--- config.mk ---
export PLATFORM = sky130hd
export DESIGN_NAME = rsq_seq_ctrl
export DESIGN_NICKNAME = d
export VERILOG_FILES = /design/src/rtl/rsq_pkg.sv /design/src/rtl/rsq_pin_delay.sv /design/src/rtl/rsq_seq_ctrl.sv
export SDC_FILE = /design/constraint.sdc
export NUM_CORES = 1
export LEC_CHECK = 0
export BUFFER_PORTS_ARGS = -buffer_cell sky130_fd_sc_hd__buf_2
export CORE_MARGIN = 2
export CORE_UTILIZATION = 55
export CTS_CLUSTER_SIZE = 10
export DETAILED_ROUTE_END_ITERATION = 10
export GPL_TIMING_DRIVEN = 0
export PLACE_DENSITY_LB_ADDON = 0.2
export SLEW_MARGIN = 20
export SYNTH_ARGS = -nofsm -noshare
export SYNTH_HDL_FRONTEND = slang
export SYNTH_HIERARCHICAL = 1
export SYNTH_SLANG_ARGS = --single-unit
--- constraint.sdc ---
create_clock -name clk_sys -period 3.9 [get_ports clk_sys]
set_clock_uncertainty 0.1 [all_clocks]
set_input_delay 0.195 -clock clk_sys [delete_from_list [all_inputs] [get_ports clk_sys]]
set_output_delay 0.195 -clock clk_sys [all_outputs]
set_load 0.005 [all_outputs]
--- src/rtl/rsq_pkg.sv ---
// Purpose: shared constants and types of the rail sequence and fault controller
// Assumes: one 10 MHz core clock
// Notes: register indices sit on the host-side register port
`default_nettype none
package rsq_pkg;
  // =====================================================
  // timing
  localparam int CLK_PERIOD_NS = 100;
  localparam int EN_DELAY_NS = 450000;
  localparam int EN_DELAY_CYC = (EN_DELAY_NS + CLK_PERIOD_NS - 1) / CLK_PERIOD_NS;
  localparam int MS_NS = 1000000;
  localparam int MS_CYC = MS_NS / CLK_PERIOD_NS;
  localparam logic [12:0] DOWN_STEP_MS = 13'h0064;
  localparam logic [12:0] OFF_TIME_MS = 13'h03e8;
  localparam logic [12:0] PWR_TIMER_MS = 13'h1388;
  localparam logic [12:0] RISE_TIMEOUT_MS = 13'h1388;
  // =====================================================
  // register map
  localparam logic [2:0] ADDR_MAIN_CTRL = 3'h0;
  localparam logic [2:0] ADDR_DOWN_A = 3'h1;
  localparam logic [2:0] ADDR_DOWN_B = 3'h2;
  localparam logic [2:0] ADDR_RAIL_EN = 3'h3;
  localparam logic [2:0] ADDR_KEEP = 3'h4;
  localparam logic [2:0] ADDR_EVENT = 3'h5;
  localparam logic [2:0] ADDR_RAIL_VALID = 3'h6;
  localparam int CTRL_HEAT_LSB = 0;
  localparam int CTRL_SUPPLY_LSB = 2;
  localparam int CTRL_SW_MODE = 5;
  localparam int CTRL_HOLD = 7;
  localparam logic [7:0] CTRL_RST = 8'h00;
  localparam logic [7:0] DOWN_RST = 8'h00;
  localparam logic [6:0] RAIL_RST = 7'h00;
  localparam int EVT_SUPPLY_WARN = 0;
  localparam int EVT_SUPPLY_STBY = 1;
  localparam int EVT_HEAT_WARN = 2;
  localparam int EVT_HEAT_STBY = 3;
  localparam int EVT_RAIL_LOW = 4;
  localparam logic [4:0] EVT_RST = 5'h00;
  localparam int NUM_RAILS = 7;
  // =====================================================
  // types
  typedef enum logic [2:0] {
    MODE_POR, MODE_PWR_TIMER, MODE_ON, MODE_OFF_STBY, MODE_OFF_HRST, MODE_STANDBY
  } rsq_mode_type;
  typedef struct packed {
    logic wr;
    logic [2:0] addr;
    logic [7:0] wdata;
  } rsq_reg_req_type;
  typedef struct packed {
    rsq_mode_type mode;
    logic [7:0] ctrl;
    logic [7:0] down_a;
    logic [7:0] down_b;
    logic [6:0] rail_en;
    logic [6:0] keep;
    logic [4:0] evt;
    logic [7:0] rdata;
    logic [15:0] ms_div;
    logic [12:0] tmr;
    logic [12:0] rise_cnt;
    logic rise_seen;
    logic inhibit;
    logic heat_flt;
    logic [6:0] was_on;
    logic [6:0] en_out;
  } rsq_main_state_type;
  typedef struct packed {
    logic [15:0] cnt;
    logic out;
  } rsq_dly_state_type;
endpackage
`default_nettype wire

--- src/rtl/rsq_pin_delay.sv ---
// Purpose: fixed delay from an enable pin rising to the internal enable
// Assumes: pin synchronous to clk_sys
// Notes: pin low drops the output at once
`default_nettype none
module rsq_pin_delay #(
  parameter int DLY_CYC = rsq_pkg::EN_DELAY_CYC
) (
  input wire logic clk_sys,
  input wire logic rst_n,
  input wire logic pin,
  output logic dly_out
);
  localparam logic [15:0] DLY_LAST = 16'(DLY_CYC - 1);
  localparam logic [15:0] DLY_FULL = 16'(DLY_CYC);
  rsq_pkg::rsq_dly_state_type s_reg;
  rsq_pkg::rsq_dly_state_type s_next;

  initial begin
    if (DLY_CYC < 1 || DLY_CYC > 65535) $error("pin delay out of range");
  end

  always_comb begin
    s_next = s_reg;
    if (!pin) begin
      s_next.cnt = 16'h0000;
      s_next.out = 1'b0;
    end else if (s_reg.cnt != DLY_FULL) begin
      s_next.cnt = s_reg.cnt + 16'h0001;
      s_next.out = (s_reg.cnt == DLY_LAST);
    end
  end

  always_ff @(posedge clk_sys) begin
    if (!rst_n) begin
      s_reg <= '0;
    end else begin
      s_reg <= s_next;
    end
  end

  assign dly_out = s_reg.out;
endmodule
`default_nettype wire

--- src/rtl/rsq_seq_ctrl.sv ---
// Purpose: rail enable, power-down ordering and supply/heat fault control
// Assumes: pins and comparator flags synchronous to clk_sys
// Notes: rails 0..3 are switcher_one..four, 4..6 linear_reg_two..four
`default_nettype none
module rsq_seq_ctrl #(
  parameter int EN_DLY_CYC = rsq_pkg::EN_DELAY_CYC,
  parameter int MS_CYC = rsq_pkg::MS_CYC
) (
  input wire logic clk_sys,
  input wire logic rst_n,
  input wire logic power_hold_in,
  input wire logic hrst_req_in,
  input wire logic [6:0] en_pin_in,
  input wire logic [6:0] rail_ok_in,
  input wire logic supply_rise_ok_in,
  input wire logic supply_low_fault,
  input wire logic supply_warn_in,
  input wire logic die_heat_fault,
  input wire logic die_cool_in,
  input wire logic heat_warn_in,
  input wire rsq_pkg::rsq_reg_req_type reg_req,
  output logic [7:0] reg_rdata,
  output logic [6:0] rail_en_out,
  output logic wake_out,
  output logic attn_req_n,
  output logic rails_valid_pin_out,
  output logic rails_valid_pin_oe,
  output logic [2:0] supply_warn_code,
  output logic [1:0] heat_warn_code
);
  localparam logic [15:0] MS_LAST = 16'(MS_CYC - 1);
  rsq_pkg::rsq_main_state_type s_reg;
  rsq_pkg::rsq_main_state_type s_next;
  logic [6:0] pin_dly;
  logic [6:0] src;
  logic [6:0] off_hold;
  logic [6:0] next_en;
  logic [6:0] low_rail;
  logic tick;
  logic run;
  logic in_off;
  logic hold_req;
  logic fault;

  initial begin
    if (MS_CYC < 2 || MS_CYC > 65535) $error("ms divider out of range");
  end

  // =====================================================
  // helpers
  function automatic logic [1:0] down_code(input logic [7:0] a, input logic [7:0] b, input int i);
    down_code = (i < 4) ? a[2*i +: 2] : b[2*(i-4) +: 2];
  endfunction

  function automatic logic [12:0] hold_ms(input logic [1:0] code);
    hold_ms = 13'(code * rsq_pkg::DOWN_STEP_MS);
  endfunction

  // =====================================================
  // enable pin delays
  genvar g;
  generate
    for (g = 0; g < rsq_pkg::NUM_RAILS; g++) begin : g_pin
      rsq_pin_delay #(.DLY_CYC(EN_DLY_CYC)) u_dly (
        .clk_sys(clk_sys),
        .rst_n(rst_n),
        .pin(en_pin_in[g]),
        .dly_out(pin_dly[g])
      );
    end
  endgenerate

  // =====================================================
  // enable composition
  assign tick = (s_reg.ms_div == MS_LAST);
  assign in_off = (s_reg.mode == rsq_pkg::MODE_OFF_STBY) || (s_reg.mode == rsq_pkg::MODE_OFF_HRST);
  assign run = ((s_reg.mode == rsq_pkg::MODE_PWR_TIMER) || (s_reg.mode == rsq_pkg::MODE_ON)) && !s_reg.inhibit;
  assign hold_req = power_hold_in || s_reg.ctrl[rsq_pkg::CTRL_HOLD];
  assign fault = (supply_low_fault && s_reg.rise_seen) || s_reg.heat_flt;
  assign src = s_reg.ctrl[rsq_pkg::CTRL_SW_MODE] ? s_reg.rail_en : pin_dly;

  always_comb begin
    for (int i = 0; i < rsq_pkg::NUM_RAILS; i++) begin
      off_hold[i] = in_off && !s_reg.inhibit && s_reg.was_on[i] &&
        (s_reg.tmr < hold_ms(down_code(s_reg.down_a, s_reg.down_b, i)));
    end
  end

  assign next_en = s_reg.keep | ({7{run}} & src) | off_hold;
  assign low_rail = s_reg.en_out & ~rail_ok_in;

  // =====================================================
  // state update
  always_comb begin
    s_next = s_reg;
    s_next.ms_div = tick ? 16'h0000 : s_reg.ms_div + 16'h0001;
    s_next.en_out = next_en;
    // supply rise watchdog
    if (supply_rise_ok_in) begin
      s_next.rise_seen = 1'b1;
      s_next.inhibit = 1'b0;
    end else if (!s_reg.rise_seen && tick) begin
      if (s_reg.rise_cnt == rsq_pkg::RISE_TIMEOUT_MS - 13'h0001) begin
        s_next.inhibit = 1'b1;
      end else begin
        s_next.rise_cnt = s_reg.rise_cnt + 13'h0001;
      end
    end
    // heat fault with hysteresis
    if (die_heat_fault) begin
      s_next.heat_flt = 1'b1;
    end else if (die_cool_in) begin
      s_next.heat_flt = 1'b0;
    end
    // register writes
    if (reg_req.wr) begin
      case (reg_req.addr)
        rsq_pkg::ADDR_MAIN_CTRL: s_next.ctrl = reg_req.wdata;
        rsq_pkg::ADDR_DOWN_A: s_next.down_a = reg_req.wdata;
        rsq_pkg::ADDR_DOWN_B: s_next.down_b = {2'h0, reg_req.wdata[5:0]};
        rsq_pkg::ADDR_RAIL_EN: s_next.rail_en = reg_req.wdata[6:0];
        rsq_pkg::ADDR_KEEP: s_next.keep = reg_req.wdata[6:0];
        default: s_next.ctrl = s_next.ctrl;
      endcase
    end
    // events: set wins over write-one clear
    s_next.evt = s_reg.evt;
    if (reg_req.wr && reg_req.addr == rsq_pkg::ADDR_EVENT) begin
      s_next.evt = s_reg.evt & ~reg_req.wdata[4:0];
    end
    if (supply_warn_in) s_next.evt[rsq_pkg::EVT_SUPPLY_WARN] = 1'b1;
    if (heat_warn_in) s_next.evt[rsq_pkg::EVT_HEAT_WARN] = 1'b1;
    if (|low_rail) s_next.evt[rsq_pkg::EVT_RAIL_LOW] = 1'b1;
    // operating mode
    case (s_reg.mode)
      rsq_pkg::MODE_POR, rsq_pkg::MODE_STANDBY: begin
        if (hold_req && !fault) begin
          s_next.mode = rsq_pkg::MODE_PWR_TIMER;
          s_next.tmr = 13'h0000;
        end
      end
      rsq_pkg::MODE_PWR_TIMER, rsq_pkg::MODE_ON: begin
        if (tick && s_reg.tmr != rsq_pkg::PWR_TIMER_MS) begin
          s_next.tmr = s_reg.tmr + 13'h0001;
        end
        if (fault || hrst_req_in || (s_reg.mode == rsq_pkg::MODE_ON && !hold_req) ||
            (s_reg.mode == rsq_pkg::MODE_PWR_TIMER && s_reg.tmr == rsq_pkg::PWR_TIMER_MS && !hold_req)) begin
          s_next.mode = hrst_req_in && !fault ? rsq_pkg::MODE_OFF_HRST : rsq_pkg::MODE_OFF_STBY;
          s_next.tmr = 13'h0000;
          s_next.ms_div = 16'h0000;
          s_next.was_on = {7{run}} & src;
          if (fault || hrst_req_in) begin
            s_next.keep = 7'h00;
          end
          if (supply_low_fault && s_reg.rise_seen) s_next.evt[rsq_pkg::EVT_SUPPLY_STBY] = 1'b1;
          if (s_reg.heat_flt) s_next.evt[rsq_pkg::EVT_HEAT_STBY] = 1'b1;
        end else if (s_reg.mode == rsq_pkg::MODE_PWR_TIMER && s_reg.tmr == rsq_pkg::PWR_TIMER_MS) begin
          s_next.mode = rsq_pkg::MODE_ON;
        end
      end
      rsq_pkg::MODE_OFF_STBY, rsq_pkg::MODE_OFF_HRST: begin
        s_next.rail_en = rsq_pkg::RAIL_RST;
        s_next.ctrl[rsq_pkg::CTRL_SW_MODE] = 1'b0;
        if (s_reg.mode == rsq_pkg::MODE_OFF_HRST) begin
          s_next.ctrl = rsq_pkg::CTRL_RST;
          s_next.down_a = rsq_pkg::DOWN_RST;
          s_next.down_b = rsq_pkg::DOWN_RST;
          s_next.keep = rsq_pkg::RAIL_RST;
        end
        if (tick) begin
          if (s_reg.tmr == rsq_pkg::OFF_TIME_MS - 13'h0001) begin
            s_next.mode = (s_reg.mode == rsq_pkg::MODE_OFF_HRST) ? rsq_pkg::MODE_POR : rsq_pkg::MODE_STANDBY;
            s_next.was_on = 7'h00;
          end
          s_next.tmr = s_reg.tmr + 13'h0001;
        end
      end
      default: s_next.mode = rsq_pkg::MODE_POR;
    endcase
    // read data, one cycle after the address
    case (reg_req.addr)
      rsq_pkg::ADDR_MAIN_CTRL: s_next.rdata = s_reg.ctrl;
      rsq_pkg::ADDR_DOWN_A: s_next.rdata = s_reg.down_a;
      rsq_pkg::ADDR_DOWN_B: s_next.rdata = s_reg.down_b;
      rsq_pkg::ADDR_RAIL_EN: s_next.rdata = {1'b0, s_reg.rail_en};
      rsq_pkg::ADDR_KEEP: s_next.rdata = {1'b0, s_reg.keep};
      rsq_pkg::ADDR_EVENT: s_next.rdata = {3'h0, s_reg.evt};
      rsq_pkg::ADDR_RAIL_VALID: s_next.rdata = {1'b0, ~low_rail};
      default: s_next.rdata = 8'h00;
    endcase
  end

  always_ff @(posedge clk_sys) begin
    if (!rst_n) begin
      s_reg <= '0;
      s_reg.mode <= rsq_pkg::MODE_POR;
      s_reg.ctrl <= rsq_pkg::CTRL_RST;
      s_reg.down_a <= rsq_pkg::DOWN_RST;
      s_reg.down_b <= rsq_pkg::DOWN_RST;
      s_reg.evt <= rsq_pkg::EVT_RST;
    end else begin
      s_reg <= s_next;
    end
  end

  // =====================================================
  // outputs
  assign reg_rdata = s_reg.rdata;
  assign rail_en_out = s_reg.en_out;
  assign wake_out = (s_reg.mode == rsq_pkg::MODE_PWR_TIMER) || (s_reg.mode == rsq_pkg::MODE_ON);
  assign attn_req_n = ~(|s_reg.evt);
  assign rails_valid_pin_out = 1'b0;
  assign rails_valid_pin_oe = (s_reg.en_out == 7'h00) || (|low_rail);
  assign supply_warn_code = s_reg.ctrl[rsq_pkg::CTRL_SUPPLY_LSB +: 3];
  assign heat_warn_code = s_reg.ctrl[rsq_pkg::CTRL_HEAT_LSB +: 2];
endmodule
`default_nettype wire

* Word level (Yosys, flattened, before mapping)
Cells that the tools add are included.
** Storage, ports and cells
- Bits of input ports :: 36
- Register bits :: 232
** Operators by class
- Equality and inequality tests :: 36
- Reductions and logical operators :: 69
- Multipliers :: 7
- Bitwise operators :: 12
- Muxes and demuxes :: 45
- Magnitude comparators :: 7
- Add/subtract/negate cells :: 10
** Operators by type and width (number)
- adder 16 x 1 -> 16 bit (second input constant) :: 8
- == test 16 x 13 -> 1 bit (second input constant) :: 7
- inequality test 16 x 13 -> 1 bit (second input constant) :: 7
- less-than comparator 13 x 9 -> 1 bit :: 7
- two-way mux 7 bit :: 9
- one-hot mux 8 bit (7 select lines) :: 1
- multiplier 2 x 5 -> 7 bit (second input constant) :: 7
- two-way mux 13 bit :: 3
- one-hot mux 13 bit (3 select lines) :: 1
- two-way mux 38 bit :: 1
- two-way mux 16 bit :: 2
- two-way mux 31 bit :: 1
- two-way mux 29 bit :: 1
- one-hot mux 7 bit (2 select lines) :: 2
- adder 13 x 1 -> 13 bit (second input constant) :: 2
- == test 13 bit (second input constant) :: 2
- logical AND 1 bit :: 25
- two-way mux 24 bit :: 1
- two-way mux 8 bit :: 3
- two-way mux 3 bit :: 7
- AND reduction 2 bit :: 10
- == test 16 x 14 -> 1 bit (second input constant) :: 1
- == test 3 bit (second input constant) :: 5
- AND 7 bit :: 2
- other kinds (26) :: 71

* Longest topological paths before layout
Gate-level depths: netlist of the first run.
- Depth after elaboration :: 7
- Mapped depth :: 9

* Modules after synthesis
Netlist of the first run, hierarchy kept.
** By module, submodules not included
- rsq_seq_ctrl :: cells each 811, area an instance 6731.5 sq um, times used 1, seq. area each 2262.2 sq um
- rsq_pin_delay :: cells each 103, area an instance 870.8 sq um, times used 7, seq. area each 340.3 sq um

* Worst setup path after synthesis of the first run
No wires, ideal clock.
- Kind :: reg2reg
- Start point :: reg, netlist name s_reg[43]
- End point :: reg, netlist name s_reg[10]
- Setup time :: 117 ps
- Arrival :: 1953 ps
- Stages on the path, launching flop included :: 8
- Required time :: 3683 ps
- Path slack :: 1730 ps
- Path through :: dfxtp_1 -> ha_1 -> and3_1 -> nand4_2 -> or4b_4 -> a2bb2oi_2 -> o21a_4 -> a32o_1

==> key figures, run 1 <==
Clock network
  – Worst-path clk slew: 60 ps
  – Clock buffer depth: 3
  – Setup Buffers After CTS: 0
  – CTS tree: done
  – Root buffer cell: clkbuf_16
  – Clk sinks: 232
  – CTS HTree Levels: 1
  – TritonCTS buffer count: 28
  – Worst-skew pair later-pin latency: 560 ps

Timing
  – Worst slew pin tran: 956 ps
  – Worst Setup Slack, final: 1210 ps
  – Worst relative slew slack: 35.9%
  – Clock period minus worst slack: 2690 ps
  – Final Cycle Share: 68.9%
  – Worst Hold Margin: 14.5 ps
  – Slew Viols, Final: 0
  – RSZ-0062 raised after global routing: false
  – Final setup vio count: 0
  – Setup TNS: 0 ps
  – Fmax: 0.372 GHz
  – Final hold violation count: 0

Power and ir drop
  – Sequential share of power: 44.8%
  – Switching part of the total: 27.0%
  – Internal power: 4.03 mW
  – Static leakage power: 5.10 nW
  – Gate power share: 12.9%
  – Max VDD drop: 0.279 mV
  – NetSw: 1.49 mW
  – Power Density: 382 nW/µm²
  – Power, Total: 5.52 mW
  – Clock power frac: 42.3%

Placed design
  – Post-DP HPWL: 22,700 µm
  – GP Congestion: 0.945
  – DP Worst Slack: 1080 ps
  – Number of port buffers: 55
  – Dpl cell area: 13,500 µm²

Logic synthesis
  – Synth Cell Area: 12,800 µm²
  – Top cells by area, synth: dfxtp_1, ha_1, mux2i_1
  – Seq/Total Area, Yosys: 36.2%
  – Ys flop type: dfxtp_1
  – Synthesized instance count: 1,532
  – Yosys top cell by area: dfxtp_1
  – Synth cell types: 74
  – Synth warnings: 6
  – Mapped Avg Cell Area: 8.37 µm²
  – Post-synth EDFFs: 0
  – Share of the synthesized area in the top cell type: 36.2%
  – Synth async-reset ratio: 0%
  – #FFs+latches synth: 232
  – Net Count, Synth: 1,635

Floorplan
  – I/O Pins: 60
  – Starting Density: 56.3%
  – Die height: 157 µm
  – Die X: 157 µm
  – Core area: 22,800 µm²
  – FP Rows: 55
  – DIE AREA: 24,600 µm²

Setup path
  – Reg-to-Reg Start: s_reg[38]
  – Arrival time at the worst endpoint: 2980 ps
  – CP startpoint: s_reg[38]
  – FF-to-FF path depth: 7
  – Setup crit end: s_reg[51]
  – CP Capture Type: flip-flop
  – FF-to-FF End: s_reg[51]
  – Reg2Reg Setup Slack: 1210 ps
  – Critical Path Source Type: flip-flop
  – CP max FO: 12
  – Critical path class: reg -> reg
  – Worst EP required: 4200 ps

Hold path
  – Type of the most critical hold path: in -> reg
  – HP Start: en_pin_in[3]

Global routing
  – Largest net degree at the start of global routing: 16
  – Vias in the first global route: 10,500
  – Global Route Usage Sum: 25.7%
  – First-pass GRT wire length: 52,100 µm
  – Initial antenna violation count: 1
  – GRT Residual Overflow: 0

Status
  – Status: completed

Detailed routing
  – Top layer in use: met4
  – Met3 Wirelength: 2130 µm
  – Routed len/inst: 16.2 µm
  – Via/cell ratio: 5.89
  – Antenna-violating nets left: 0
  – Drt pass-1 iters: 8
  – DR WL met2: 14,500 µm
  – WL met1: 14,200 µm
  – Routed wire length: 31,800 µm
  – DRC marker count from the first detailed-route iteration: 878
  – DR vias: 11,600
  – DR DRC count: 0

Finish
  – Largest register FFs: 112
  – Area growth syn-to-layout: 12.8%
  – Final instance area: 14,500 µm²
  – Most frequent cells in the layout: dfxtp_1, nand2_1, nor2_1
  – Most common cell after layout, fill and taps aside: dfxtp_1
  – Share of cells above drive strength 1: 10.3%
  – Nets: 1,737

Flow run
  – Max cap viols: 0
-- how the worst min path moves through the flow --
stage	end	slack, ps	cells past startpoint
after global placement	s_reg[15]	290	2
after global routing	g_pin[3].u_dly/s_reg[10]	40	3
after detailed placement	s_reg[15]	300	2
final	g_pin[3].u_dly/s_reg[5]	10	3
after floorplan	s_reg[15]	170	1
after CTS	g_pin[3].u_dly/s_reg[5]	10	3
-- synthesized netlist by cell type (9+ instances only) --
cell,number
and2_1,10
o31ai_1,28
xor2_1,15
o21ai_0,45
nand3_1,64
buf_4,21
ha_1,67
mux2i_1,80
a31oi_1,13
nand4_1,35
nand2_1,182
nor3_1,20
clkbuf_1,26
nor3b_1,10
xnor2_1,16
dfxtp_1,232
nor2_1,123
a21o_1,9
nor4b_1,21
nand2b_1,54
inv_1,74
or4_1,30
buf_2,25
nor4_1,44
nor2b_1,15
or3_1,27
a211o_1,10
and3_1,19
a21oi_1,93
-- per-layer routing --
layer,global-route usage (%),up-vias
met4,8.74,0
met3,3.66,64
li1,-,5716
met5,0,-
met1,34.6,5426
met2,42.3,358
-- logic make-up (layout without fill, tap and decap cells) --
kind of cell	after synthesis	after routing	share of synthesized area, %
AND/OR/NAND/NOR	710	710	30.1
multiplexers	85	85	6.94
XOR/XNOR	31	31	2.12
AO/OA/AOI/OAI	251	251	12.7
other	1	4	0.0292
flip-flops	232	232	36.2
buffers and inverters	155	269	5.39
adder cells (fa/ha/maj)	67	67	6.54
-- layout make-up --
| class | count | area [µm²] |
|---|---|---|
| multi-input combinational | 1145 | 7490 |
| fill | 1969 | 8310 |
| clock inverter | 2 | 21.3 |
| antenna | 3 | 7.51 |
| inverter | 75 | 282 |
| buffer | 80 | 410 |
| sequential | 232 | 4640 |
| tap | 313 | 392 |
| timing repair buffer | 72 | 445 |
| clock buffer | 40 | 776 |
-- per-stage QoR --
step,utilization [%],instances
final,63.5,1962
after global routing,63.5,1960
after CTS,63.5,1959
after detailed placement,59.2,1900
after global placement,59.2,1900
after floorplan,-,1532
-- critical path, cell delays in order, from the launching register on --
cell      delay [ps]
dfxtp_1          710
and3_1           320
nand4_2          220
inv_1            100
a21boi_0         100
o311ai_2         490
clkbuf_1         410
nor2_1           100
-- timing repair --
action / in CTS / in global routing
hold buffers: 17 / 0
resized for setup: 0 / 0
hold endpoints to repair: 45 / 0
-- power by group through the flow --
stage                     sequential [mW]  combinational [mW]  clock, mW
final                                2.47               0.715       2.34
after global routing                 2.48               0.784       2.48
after CTS                            2.47               0.704       2.38
after detailed placement             2.52               0.682          0
after global placement               2.52               0.672          0
after floorplan                      2.50               0.482          0
No activity file was read; power rests on OpenSTA's default activity.
==> run 2, diff against run 1 <==
- clock period: 3.9 -> 2.45 ns (I/O delays scaled with it)
==> key figures, run 2 (synthesized netlist as in run 1, its figures left out) <==
Status
  – Status: completed

Setup path
  – FF-to-FF path depth: 7
  – FF-to-FF End: s_reg[11]
  – CP cell instances: ha_2, and3_2, nand4_4, or4b_4, a2bb2oi_2, o21a_4, a32o_1
  – Slowest stage delay, CP: 590 ps
  – Critical Path Source Type: flip-flop
  – CP Capture Type: flip-flop
  – CP startpoint: s_reg[43]
  – CP max-delay cell: or4b_4
  – Critical path class: reg -> reg
  – Reg2Reg Setup Slack: 70 ps
  – Worst EP required: 2780 ps
  – CP max FO: 7
  – Reg-to-Reg Start: s_reg[43]
  – Arrival time at the worst endpoint: 2700 ps
  – Setup crit end: s_reg[11]

Power and ir drop
  – Power Density: 604 nW/µm²
  – Static leakage power: 5.17 nW
  – Internal power: 6.46 mW
  – NetSw: 2.42 mW
  – Max VDD drop: 0.445 mV
  – Switching part of the total: 27.2%
  – Power, Total: 8.88 mW
  – Clock power frac: 41.9%
  – Sequential share of power: 44.3%
  – Gate power share: 13.8%

Floorplan
  – Die X: 157 µm
  – Starting Density: 56.3%
  – Core area: 22,800 µm²
  – DIE AREA: 24,600 µm²
  – FP Rows: 55
  – I/O Pins: 60
  – Die height: 157 µm

Timing
  – Clock period minus worst slack: 2380 ps
  – Final hold violation count: 0
  – Worst Hold Margin: 33.2 ps
  – Slew Viols, Final: 0
  – Final setup vio count: 0
  – Setup TNS: 0 ps
  – Worst slew pin tran: 916 ps
  – Final Cycle Share: 97.0%
  – Fmax: 0.421 GHz
  – Worst relative slew slack: 38.6%

Finish
  – Most common cell after layout, fill and taps aside: dfxtp_1
  – Final core utilization: 64.5%
  – Most frequent cells in the layout: dfxtp_1, nand2_1, nor2_1
  – Area growth syn-to-layout: 14.6%
  – Share of cells above drive strength 1: 11.5%
  – Layout Cells excl Fill: 1,976
  – Nets: 1,752
  – Largest register FFs: 112

Placed design
  – GP Congestion: 0.945
  – Post-DP HPWL: 22,700 µm
  – Number of port buffers: 55
  – Placed cell count: 1,900

Global routing
  – Initial antenna violation count: 1
  – Vias in the first global route: 10,500
  – Global Route Usage Sum: 25.8%
  – First-pass GRT wire length: 52,400 µm
  – GRT Residual Overflow: 0
  – Largest net degree at the start of global routing: 16

Hold path
  – Type of the most critical hold path: in -> reg

Clock network
  – Root buffer cell: clkbuf_16
  – TritonCTS buffer count: 28
  – Clk sinks: 232
  – Clock buffer depth: 3
  – Worst-path clk slew: 60 ps
  – CTS HTree Levels: 1
  – Worst-skew pair later-pin latency: 550 ps
  – CTS tree: done

Detailed routing
  – DRC marker count from the first detailed-route iteration: 1,009
  – Antenna-violating nets left: 0
  – DR vias: 11,600
  – Routed len/inst: 16.3 µm
  – DR DRC count: 0
  – Via/cell ratio: 5.86
  – Drt pass-1 iters: 6
  – Routed wire length: 32,200 µm

Flow run
  – Max cap viols: 0
run 2: layout make-up:
type	count	area, µm²
repair buffers	87	586
well taps	313	392
diodes	2	5.00
inverters	75	282
fillers	1930	8080
clock buffers	40	776
flip-flops and latches	232	4660
plain buffers	80	414
clock inverters	2	21.3
multi-input cells	1145	7560
run 2: how the worst min path moves through the flow:
stage                                 start            to  slack [ps]  cells after the start
after floorplan           supply_rise_ok_in     s_reg[15]         100                      1
final                         rail_ok_in[4]  reg_rdata[4]          30                      4
after detailed placement  supply_rise_ok_in     s_reg[15]         230                      2
after CTS                       hrst_req_in    s_reg[111]           3                      4
after global placement    supply_rise_ok_in     s_reg[15]         220                      2
after global routing          rail_ok_in[4]  reg_rdata[4]          30                      4
run 2: worst max-delay path, delay by kind of cell, from the launching register on:
kind / cells / cell delay [ps]
flip-flops: 1 / 400
AO/OA/AOI/OAI: 3 / 590
adder cells (fa/ha/maj): 1 / 230
AND/OR/NAND/NOR: 3 / 940
run 2: metal layers:
metal | routed length, µm | track usage, % | vias up
li1 | - | - | 5741
met1 | 14300 | 34.7 | 5418
met2 | 14800 | 42.4 | 343
met3 | 2120 | 3.66 | 76
met4 | 989 | 8.74 | 0
met5 | 0 | 0 | -
run 2: stage by stage:
stage / worst slack [ps] / instance area [µm²]
floorplan: 280 / 12800
global placement: -214 / 13500
detailed placement: -297 / 13500
CTS: 15.2 / 14600
global route: -46.1 / 14700
finish: 74.6 / 14700
run 2: what timing repair did:
action,4_1_cts,5_1_grt
endpoints found under the hold margin,133,0
endpoints found under the setup margin,27,41
hold buffers,28,0
resized for setup,5,21
pin swaps,0,2
setup buffers,0,4
run 2: power by group through the flow:
stage          Combinational (mW)  Clock [mW]  Sequential (mW)
6_report                     1.22        3.72             3.94
4_1_cts                      1.14        3.78             3.93
2_1_floorplan               0.767           0             3.99
3_3_place_gp                 1.07           0             4.01
5_1_grt                      1.33        3.95             3.95
3_5_place_dp                 1.09           0             4.01
